$ cat src/imsc_regs.svh
`ifndef IMSC_REGS_SVH
`define IMSC_REGS_SVH
// ==========================================
// register addresses (hex register numbers of the serial port map)
`define IMSC_ADDR_CAL_CTRL 8'h88
`define IMSC_ADDR_LOSS_HI 8'h8A
`define IMSC_ADDR_MON_EN 8'h8B
`define IMSC_ADDR_SKEW1 8'h8C
`define IMSC_ADDR_SKEW2 8'h8D
`define IMSC_ADDR_SKEW3 8'h8E
`define IMSC_ADDR_SKEW4 8'h8F
`define IMSC_ADDR_SKEW5 8'h90
`define IMSC_ADDR_OUT_CTRL 8'h91
// ==========================================
// field positions
`define IMSC_CAL_START_BIT 6
`define IMSC_SIGLOSS_LO_POS 4
`define IMSC_FREQ_OFS_POS 0
`define IMSC_NEVER_SQ_BIT 0
`define IMSC_CAL_SQ_BIT 1
`define IMSC_CFG_SEL_POS 4
// ==========================================
// reset values
`define IMSC_RST_LOSS_HI 8'h0F
`define IMSC_RST_MON_EN 8'hFF
`define IMSC_RST_SKEW1 8'h00
`define IMSC_RST_SKEW2 8'h01
`define IMSC_RST_SKEW3 8'h00
`define IMSC_RST_SKEW4 8'h00
`define IMSC_RST_SKEW5 8'h00
`define IMSC_RST_OUT_CTRL 8'h00
// ==========================================
// timing: calibration must run at least this long before lock is trusted
`define IMSC_CAL_MIN_NS 1000
`define IMSC_CLK_NS 100
`define IMSC_CAL_MIN_CYC ((`IMSC_CAL_MIN_NS + `IMSC_CLK_NS - 1) / `IMSC_CLK_NS)
`endif

$ cat src/imsc_pkg.sv
`default_nettype none
package imsc_pkg;
    typedef enum logic [1:0] {
        IMSC_SL_OFF,
        IMSC_SL_RSVD,
        IMSC_SL_SLOW,
        IMSC_SL_FAST
    } imsc_sigloss_e;
    typedef enum logic [1:0] {
        IMSC_CAL_IDLE,
        IMSC_CAL_RUN,
        IMSC_CAL_WAIT_LOCK
    } imsc_cal_e;
    typedef logic signed [7:0] imsc_skew_t;
endpackage
`default_nettype wire

$ cat src/imsc_out_gate.sv
`include "imsc_regs.svh"
`default_nettype none
module imsc_out_gate
    import imsc_pkg::*;
(
    // clock and reset
    input wire logic sys_clk,
    input wire logic rst_n,
    // controls
    input wire logic outputsNeverSquelched,
    input wire logic calibrationSquelch,
    input wire logic calDone,
    input wire logic calBusy,
    input wire logic lossOfLockAlarm,
    // result
    output logic clockOutputsOn,
    output logic skewPreserved
);
    logic firstCalSeen;
    logic firstGoodCal;

    always_ff @(posedge sys_clk) begin
        if (!rst_n) begin
            firstCalSeen <= 1'b0;
            firstGoodCal <= 1'b0;
        end else begin
            if (calDone) begin
                firstCalSeen <= 1'b1;
            end
            if (calDone && !lossOfLockAlarm) begin
                firstGoodCal <= 1'b1;
            end
        end
    end

    always_ff @(posedge sys_clk) begin
        if (!rst_n) begin
            clockOutputsOn <= 1'b0;
            skewPreserved <= 1'b0;
        end else begin
            if (outputsNeverSquelched) begin
                clockOutputsOn <= 1'b1; // see RULE_09
            end else if (calibrationSquelch) begin
                clockOutputsOn <= firstGoodCal && !calBusy; // see RULE_08
            end else begin
                clockOutputsOn <= firstCalSeen; // see RULE_07
            end
            skewPreserved <= calibrationSquelch; // see RULE_07 see RULE_08 see RULE_09
        end
    end
endmodule
`default_nettype wire

$ cat src/imsc_config.sv
// ==========================================
// Functional notes
// RULE_01: each input's signal-loss select is two bits, 00 off, 01 reserved, 10 slow monitor, 11 fast monitor.
// RULE_02: the slow monitor is a slower, less sensitive variant of the fast one on the same input.
// RULE_03: one bit per input turns its frequency-offset check off (0) or on (1).
// RULE_04: each of five outputs has an 8-bit signed skew counted in high-speed divider clocks.
// RULE_05: the fifth output's skew only applies while the output configuration selector is 0.
// RULE_06: after reset skew2 reads 0x01 and skews 1, 3, 4 and 5 read 0x00.
// RULE_07: never-squelched 0 and squelch 0 keeps outputs off until the first calibration, skew not kept.
// RULE_08: never-squelched 0 and squelch 1 keeps outputs off until a calibration ends with lock, skew kept.
// RULE_09: never-squelched 1 runs outputs always; skew is kept only with squelch 1.
// RULE_10: software should recalibrate after changing bandwidth, dividers, rates and similar settings.
// RULE_11: the calibration start bit self-clears when calibration ends, signalled by lock loss going low.
// RULE_12: every enable and skew field reads back what was last written, or its reset default.
`include "imsc_regs.svh"
`default_nettype none
module imsc_config
    import imsc_pkg::*;
#(
    parameter int NUM_IN = 4,
    parameter int NUM_OUT = 5,
    parameter int CAL_MIN_CYC = `IMSC_CAL_MIN_CYC
) (
    // clock and reset
    input wire logic sys_clk,
    input wire logic rst_n,
    // register port from the serial management interface
    input wire logic [7:0] regAddr,
    input wire logic regWrite,
    input wire logic [7:0] regWdata,
    output logic [7:0] regRdata,
    // pll status
    input wire logic lossOfLockAlarm,
    // monitor controls
    output logic [2*NUM_IN-1:0] sigLossMonSel,
    output logic [NUM_IN-1:0] slowSiglossMonitor,
    output logic [NUM_IN-1:0] fastSiglossMonitor,
    output logic [NUM_IN-1:0] freqOffsetCheck,
    // output controls
    output logic [8*NUM_OUT-1:0] phaseSkew,
    output logic [NUM_OUT-1:0] skewApply,
    output logic selfCalibration,
    output logic clockOutputsOn,
    output logic skewPreserved
);
    // ==========================================
    // storage
    logic [NUM_IN-1:0] lossHi;
    logic [7:0] monEn;
    logic [7:0] skew [NUM_OUT];
    logic [7:0] outCtrl;
    logic calStart;
    imsc_cal_e calState;
    logic [15:0] calCount;
    logic calDone;
    logic [7:0] next_rdata;

    // ==========================================
    // write strobes, one per register, except one strobe shared by the five skew registers
    logic wrCalCtrl;
    logic wrLossHi;
    logic wrMonEn;
    logic wrOutCtrl;
    logic wrSkew;
    logic [2:0] skewIdx;

    assign wrCalCtrl = regWrite && (regAddr == `IMSC_ADDR_CAL_CTRL);
    assign wrLossHi = regWrite && (regAddr == `IMSC_ADDR_LOSS_HI);
    assign wrMonEn = regWrite && (regAddr == `IMSC_ADDR_MON_EN);
    assign wrOutCtrl = regWrite && (regAddr == `IMSC_ADDR_OUT_CTRL);
    assign wrSkew = regWrite && (regAddr >= `IMSC_ADDR_SKEW1) && (regAddr <= `IMSC_ADDR_SKEW5);
    // the skew block spans five addresses, so three offset bits are enough
    assign skewIdx = 3'(regAddr - `IMSC_ADDR_SKEW1);

    // ==========================================
    // register writes, one process per register, except one process shared by the five skew registers
    always_ff @(posedge sys_clk) begin
        if (!rst_n) begin
            lossHi <= NUM_IN'(`IMSC_RST_LOSS_HI);
        end else if (wrLossHi) begin
            lossHi <= regWdata[NUM_IN-1:0]; // see RULE_12
        end
    end

    always_ff @(posedge sys_clk) begin
        if (!rst_n) begin
            monEn <= `IMSC_RST_MON_EN;
        end else if (wrMonEn) begin
            monEn <= regWdata; // see RULE_12
        end
    end

    always_ff @(posedge sys_clk) begin
        if (!rst_n) begin
            outCtrl <= `IMSC_RST_OUT_CTRL;
        end else if (wrOutCtrl) begin
            outCtrl <= regWdata;
        end
    end

    always_ff @(posedge sys_clk) begin
        if (!rst_n) begin
            skew[0] <= `IMSC_RST_SKEW1; // see RULE_06
            skew[1] <= `IMSC_RST_SKEW2;
            skew[2] <= `IMSC_RST_SKEW3;
            skew[3] <= `IMSC_RST_SKEW4;
            skew[4] <= `IMSC_RST_SKEW5;
        end else if (wrSkew) begin
            skew[skewIdx] <= regWdata; // see RULE_12
        end
    end

    // ==========================================
    // per-input and per-output decode
    genvar gi;
    generate
        for (gi = 0; gi < NUM_IN; gi++) begin : g_in
            logic [1:0] sel;
            assign sel = {lossHi[gi], monEn[`IMSC_SIGLOSS_LO_POS + gi]};
            assign sigLossMonSel[2*gi +: 2] = sel;
            // reserved code enables nothing; slow variant is a separate, less sensitive detector
            assign slowSiglossMonitor[gi] = (sel == IMSC_SL_SLOW); // see RULE_01 see RULE_02
            assign fastSiglossMonitor[gi] = (sel == IMSC_SL_FAST); // see RULE_01
            assign freqOffsetCheck[gi] = monEn[`IMSC_FREQ_OFS_POS + gi]; // see RULE_03
        end
        for (gi = 0; gi < NUM_OUT; gi++) begin : g_out
            assign phaseSkew[8*gi +: 8] = skew[gi]; // see RULE_04
            if (gi == NUM_OUT - 1) begin : g_last
                assign skewApply[gi] = (outCtrl[`IMSC_CFG_SEL_POS +: 2] == 2'h0); // see RULE_05
            end else begin : g_other
                assign skewApply[gi] = 1'b1;
            end
        end
    endgenerate

    // ==========================================
    // calibration sequencer
    always_ff @(posedge sys_clk) begin
        if (!rst_n) begin
            calState <= IMSC_CAL_IDLE;
            calCount <= 16'h0000;
            calStart <= 1'b0;
        end else begin
            case (calState)
                IMSC_CAL_IDLE: begin
                    if (wrCalCtrl && regWdata[`IMSC_CAL_START_BIT]) begin
                        calStart <= 1'b1;
                        calCount <= 16'h0000;
                        calState <= IMSC_CAL_RUN;
                    end
                end
                IMSC_CAL_RUN: begin
                    calCount <= calCount + 16'h0001;
                    if (calCount >= 16'(CAL_MIN_CYC - 1)) begin
                        calState <= IMSC_CAL_WAIT_LOCK;
                    end
                end
                IMSC_CAL_WAIT_LOCK: begin
                    // lock only trusted after the minimum run, so a stale low alarm cannot end it early
                    if (!lossOfLockAlarm) begin
                        calStart <= 1'b0; // see RULE_11
                        calState <= IMSC_CAL_IDLE;
                    end
                end
                default: begin
                    calState <= IMSC_CAL_IDLE;
                end
            endcase
        end
    end

    assign calDone = (calState == IMSC_CAL_WAIT_LOCK) && !lossOfLockAlarm;
    assign selfCalibration = calStart;

    imsc_out_gate u_gate (
        .sys_clk(sys_clk),
        .rst_n(rst_n),
        .outputsNeverSquelched(outCtrl[`IMSC_NEVER_SQ_BIT]),
        .calibrationSquelch(outCtrl[`IMSC_CAL_SQ_BIT]),
        .calDone(calDone),
        .calBusy(calStart),
        .lossOfLockAlarm(lossOfLockAlarm),
        .clockOutputsOn(clockOutputsOn),
        .skewPreserved(skewPreserved)
    );

    // ==========================================
    // read mux, registered
    always_comb begin
        next_rdata = 8'h00;
        case (regAddr)
            `IMSC_ADDR_CAL_CTRL: begin
                next_rdata[`IMSC_CAL_START_BIT] = calStart;
            end
            `IMSC_ADDR_LOSS_HI: begin
                next_rdata[NUM_IN-1:0] = lossHi;
            end
            `IMSC_ADDR_MON_EN: begin
                next_rdata = monEn;
            end
            `IMSC_ADDR_SKEW1: begin
                next_rdata = skew[0];
            end
            `IMSC_ADDR_SKEW2: begin
                next_rdata = skew[1];
            end
            `IMSC_ADDR_SKEW3: begin
                next_rdata = skew[2];
            end
            `IMSC_ADDR_SKEW4: begin
                next_rdata = skew[3];
            end
            `IMSC_ADDR_SKEW5: begin
                next_rdata = skew[4];
            end
            `IMSC_ADDR_OUT_CTRL: begin
                next_rdata = outCtrl;
            end
            default: begin
                next_rdata = 8'h00;
            end
        endcase
    end

    always_ff @(posedge sys_clk) begin
        if (!rst_n) begin
            regRdata <= 8'h00;
        end else begin
            regRdata <= next_rdata;
        end
    end
endmodule
`default_nettype wire

$ cat config.mk
export PLATFORM = sky130hd
export DESIGN_NAME = imsc_config
export DESIGN_NICKNAME = d
export VERILOG_FILES = /design/src/imsc_pkg.sv /design/src/imsc_out_gate.sv /design/src/imsc_config.sv
export VERILOG_INCLUDE_DIRS = /design/src
export SDC_FILE = /design/constraint.sdc
export NUM_CORES = 1
export LEC_CHECK = 0
export BUFFER_PORTS_ARGS = -buffer_cell sky130_fd_sc_hd__buf_2
export CAP_MARGIN = 20
export CORE_AREA = 2 2 116 118
export DETAILED_ROUTE_END_ITERATION = 10
export DIE_AREA = 0 0 118 120
export PLACE_DENSITY = 0.51
export REMOVE_ABC_BUFFERS = 1
export SLEW_MARGIN = 15
export SYNTH_ARGS = -nofsm -noshare
export SYNTH_HDL_FRONTEND = slang
export SYNTH_SLANG_ARGS = --single-unit
$ cat constraint.sdc
create_clock -name sys_clk -period 2.4 [get_ports sys_clk]
set_clock_uncertainty 0.1 [all_clocks]
set_input_delay 0.36 -clock sys_clk [delete_from_list [all_inputs] [get_ports sys_clk]]
set_output_delay 0.36 -clock sys_clk [all_outputs]
set_load 0.05 [all_outputs]
==> results of run 1 <==
per-layer routing:
layer	wire length [um]	global-route usage (%)	up-vias	part of all wire [%]
met5	0	0	-	0
met2	5580	27.6	80	47
met4	205	6.85	0	1.7
met3	504	3.99	13	4.3
li1	-	-	1660	-
met1	5500	22.5	1688	47
power by group through the flow:
stage	logic, mW	registers [mW]	clock network (mW)
floorplan	0.0978	1.81	0
global placement	0.364	1.69	0
detailed placement	0.364	1.69	0
CTS	0.364	1.65	1.48
global route	0.381	1.66	1.54
finish	0.361	1.65	1.43
kinds of logic after synthesis:
kind of cell	after synthesis
buf+inv	33
other cells	1
fa+ha+maj	3
compound gates	45
mux	50
simple gates	188
flops	90
critical path, delay by kind of cell:
kind | cells | cell delay (ns)
and+or+nand+nor | 3 | 1.35
buffers and inverters | 1 | 0.11
muxes | 1 | 0.26
stage by stage:
step / util [%] / total power, mW / area, um^2
floorplan: - / 1.91 / 4270
global placement: 39.3 / 2.05 / 5110
detailed placement: 39.3 / 2.05 / 5110
CTS: 41.7 / 3.49 / 5410
global route: 41.7 / 3.58 / 5410
finish: 41.7 / 3.44 / 5410
path summary, 6_finish.rpt:
path,from,endpoint,cells after the start
worst max-delay path,regAddr[5],outCtrl[2],5
worst min-delay path,lossOfLockAlarm,calState[1],3
worst max register to register,calCount[5],calState[0],3
worst min register to register,calCount[13],calCount[13],2
area by class of cell:
type                       instances  area, um^2  area share [%]
sequential                        90        2200            40.7
multi-input combinational        290        2040            37.8
timing repair buffer             113         621            11.5
clock buffer                       9         225            4.16
tap                              176         220            4.07
clock inverter                     7        75.1            1.39
inverter                           5        18.8           0.347
antenna                            1        2.50          0.0463
state kept, by name, summed over array words and instances, names as in the netlist:
signal / flops
u_gate.skewPreserved: 1
monEn: 8
lossHi: 4
outCtrl: 8
selfCalibration: 1
regRdata: 8
u_gate.firstGoodCal: 1
skew: 40
calState: 2
u_gate.clockOutputsOn: 1
calCount: 16
placed cells by master (no fill, tap or decap), types with 3 or more instances in the layout:
cell type	Yosys	routed
o21ai_0	3	3
buf_4	5	22
a32oi_1	3	3
nor2b_1	8	8
conb_1	1	4
and4_1	6	6
nor4_1	3	3
inv_1	5	5
dfxtp_1	50	50
o21a_1	4	4
nand2_1	40	40
a22oi_1	5	5
a211oi_1	5	5
mux2_2	10	10
inv_6	0	3
mux2i_1	32	32
ha_1	3	3
nand2b_1	23	23
mux4_2	8	8
edfxtp_1	40	40
a21oi_1	17	17
buf_2	8	91
clkbuf_16	0	9
nor2_1	20	20
nand3_1	12	12
nand4_1	6	6
and2_1	47	47
and3_1	5	5
==> flow_summary.ini, run 1 <==
[status]
status = finished clean

[sta]
worst_slack_ns = 0.450
slew_headroom_pct = 60.2
setup_viol = 0
tightest_slew_ns = 0.582
finalHoldViolations = 0
timing.final.max_slew_violations = 0
max_freq_ghz = 0.513
finalCritPeriodShare_pct = 81.2
grt_setup_unrepaired = no
setup_tns_ns = 0
timing.hold.ws_ns = 0.227
period_needed_ns = 1.95

[logic_synthesis]
yosysTopAreaCell = edfxtp_1
synth_top_area_share_pct = 27.3
synth.distinct_cells = 49
synth_seq_cells = 90
synth_compound_area_share_pct = 6.89
ys_seq_area_share_pct = 50.1
synth_simple_gate_area_share_pct = 24.5
async_flop_share_pct = 0
synthFlopType = dfxtp_1
syn_area_um2 = 4400
synth_top_family_by_area = simple AND/OR/NAND/NOR gates
synthAdderAreaFrac_pct = 0.854
yosysMostFrequentCell = dfxtp_1
synthCells = 410
yosys_warnings = 0
synth-xor-area-share_pct = 0
synth.area.top_cells = edfxtp_1 (27%), dfxtp_1 (23%), mux2i_1 (7.3%)
syn_area_per_cell_um2 = 10.7
synth_edf_count = 40
synthMuxAreaShare_pct = 13.9
synth_commonest_cells = dfxtp_1 (50), and2_1 (47), edfxtp_1 (40), nand2_1 (40), mux2i_1 (32)

[floorplan]
rows = 42
dieArea_um2 = 14200
start_util_pct = 33.9
ios = 96
die_w_um = 118
core_um2 = 13000
die_h_um = 120

[clocking]
cts-root-buf = clkbuf_16
cts_setup_buffers = 0
cts_inserted_buffers = 9
cts_tree = done
htreeDepth = 3
cts_sinks = 90
post_cts_resized = 0
cts.clk_slew.worst_paths_ns = 0.07
insertion_delay_ns = 0.34
clk_path_buf_depth = 2
hold_buffers = 0

[grt]
grt_usage_pct = 17.2
grt_pass1_wl_um = 18600
grt_max_degree = 29
grt_pass1_vias = 3329
gr-total-overflow = 0
grt_antenna_before_repair = 1

[pwr]
power_per_cell_area_nw_per_um2 = 636
clock_power_share_pct = 41.5
pwr-share-seq_pct = 48.0
p_leak_nw = 2.20
swShare_pct = 26.1
irDropWorstVdd_mv = 0.284
combinationalPowerShare_pct = 10.5
power.switching_mw = 0.898
internal-power_mw = 2.54

[route]
routed_wl_um = 11800
vias = 3441
drc = 0
dr.pass1.iters = 4
post_drt_wl_per_cell_um = 17.0
drtAntennaViolNets = 0
dr.first_iter.drc_count = 166
vias_per_cell = 4.98

[critical_path]
r2r_slack_ns = 0.61
worstSetupStartpointType = primary input
slowest_stage = or4b_1
crit_path_max_incr_delay_ns = 0.81
critPathCaptureType = flop
cp.required_ns = 2.54
critPathKind = primary input to flop
crit_path_cell_trace = buf_2 > or3b_1 > or4b_1 > mux2i_1 > nor2_1
crit_arrival_ns = 2.09
critPathMaxFanout = 8

[finish]
nNetsFinal = 532
fill_cells = 1295
stdcell_count = 691
layout-drive-gt1-share_pct = 29.8
area_growth_pct = 23.1

[flow_run]
maxCapViolations = 0

[placed_design]
dp_hpwl_um = 8790
gp_congestion = 0.809
dp_slack_ns = 0.101
dp_cells = 674
io_buffers = 91

[min_path]
min_path_type = primary input to flop
Note: power is estimated with default switching activity, not from simulation.
==> run 2: changes to the inputs <==
==> constraint.sdc (replaced) <==
create_clock -name sys_clk -period 2 [get_ports sys_clk]
set_clock_uncertainty 0.1 [all_clocks]
set_input_delay 0.3 -clock sys_clk [delete_from_list [all_inputs] [get_ports sys_clk]]
set_output_delay 0.3 -clock sys_clk [all_outputs]
set_load 0.05 [all_outputs]
==> run 2 against run 1 <==
Effect of this change:
- wire length rose by 5.3%
- sequential power rose by 20%
- combinational power grew 31%
- global-route usage increased by 0.66 points
- die area did not move
- critical path type is now flop to flop
- largest cell class unchanged
==> flow_summary.ini, run 2 (synthesis results as in run 1) <==
[status]
status = finished clean

[min_path]
min_path_type = primary input to flop

[sta]
timing.final.max_slew_violations = 0
timing.hold.ws_ns = 0.152
grt_setup_unrepaired = no
finalHoldViolations = 0
finalCritPeriodShare_pct = 89.2
max_freq_ghz = 0.561
setup_viol = 0
period_needed_ns = 1.78

[floorplan]
start_util_pct = 33.9
dieArea_um2 = 14200
die_w_um = 118
core_um2 = 13000
rows = 42
die_h_um = 120
ios = 96

[placed_design]
gp_congestion = 0.814
dpl-instance-area_um2 = 5340
dp_cells = 700
io_buffers = 91
dp_hpwl_um = 9480

[flow_run]
maxCapViolations = 0

[finish]
nNetsFinal = 558
stdcell_count = 716
max_flop_register = skew
area_growth_pct = 28.4
top_regs = skew: 40 flops, calCount: 16 flops
largest_reg_flops = 40
layout-drive-gt1-share_pct = 33.1
final_area_um2 = 5640
insertedDiodeCount = 0
mostFrequentLayoutCell = buf_2
final_cell_mix = buf_2 (91), dfxtp_1 (50), and2_1 (47)

[clocking]
hold_buffers = 0
clk_path_buf_depth = 2
cts_setup_buffers = 0
cts_inserted_buffers = 9
cts_sinks = 90
htreeDepth = 3
cts-root-buf = clkbuf_16
cts.clk_slew.worst_paths_ns = 0.06
cts_tree = done
post_cts_resized = 0
insertion_delay_ns = 0.35

[route]
vias_per_cell = 4.97
drtAntennaViolNets = 0
dr.pass1.iters = 4
drc = 0
post_drt_wl_per_cell_um = 17.3
vias = 3557
routed_wl_um = 12400
dr.first_iter.drc_count = 189

[critical_path]
r2r_slack_ns = 0.22
critPathCaptureType = flop
worstSetupStartpointType = flop
cp.required_ns = 2.19
critPathMaxFanout = 6
critPathKind = flop to flop
crit_arrival_ns = 1.98

[pwr]
p_leak_nw = 2.34
power_per_cell_area_nw_per_um2 = 739
irDropWorstVdd_mv = 0.390
p_total_mw = 4.17

[grt]
gr-total-overflow = 0
grt_antenna_before_repair = 0
grt_max_degree = 29
grt_pass1_wl_um = 19200
grt_pass1_vias = 3425
grt_usage_pct = 17.9
run 2: final timing paths:
check | from | endpoint | cells past startpoint
worst max-delay path | calCount[5] | calState[0] | 4
worst min-delay path | lossOfLockAlarm | calState[1] | 3
worst max register to register | calCount[5] | calState[0] | 4
worst min register to register | calCount[15] | calCount[15] | 2
run 2: stage by stage:
step           setup TNS (ns)  setup slack, ns  util, %
4_1_cts                     0            0.239     43.5
6_report                    0            0.217     43.5
2_1_floorplan          -0.869          -0.0665        -
5_1_grt                     0            0.109     43.5
3_5_place_dp           -0.360          -0.0440     41.1
3_3_place_gp           -0.210          -0.0266     41.1
run 2: layer usage:
metal,part of all wire [%],global-route usage [%],up-vias
li1,-,-,1712
met1,47,23.4,1749
met2,47,28.5,85
met3,4.4,3.94,11
met4,1.7,7.83,0
met5,0,0,-
run 2: report_power, final:
| part | leakage (nW) | internal [mW] | switching, mW |
|---|---|---|---|
| clock network | 0.153 | 0.947 | 0.770 |
| registers | 0.783 | 1.96 | 0.0238 |
| logic | 1.40 | 0.140 | 0.332 |
run 2: critical path, cell delays in order (launching register included):
cell and delay [ns]:
dfxtp_1 0.35, or4_1 0.55, a2111oi_0 0.44, buf_4 0.19, o21a_1 0.11
run 2: layout make-up:
type / count / area, um^2
clock buffers: 10 / 250
clock inverters: 6 / 53.8
inverters: 5 / 18.8
fillers: 1274 / 7340
repair buffers: 139 / 853
well taps: 176 / 220
multi-input cells: 290 / 2040
flip-flops and latches: 90 / 2200
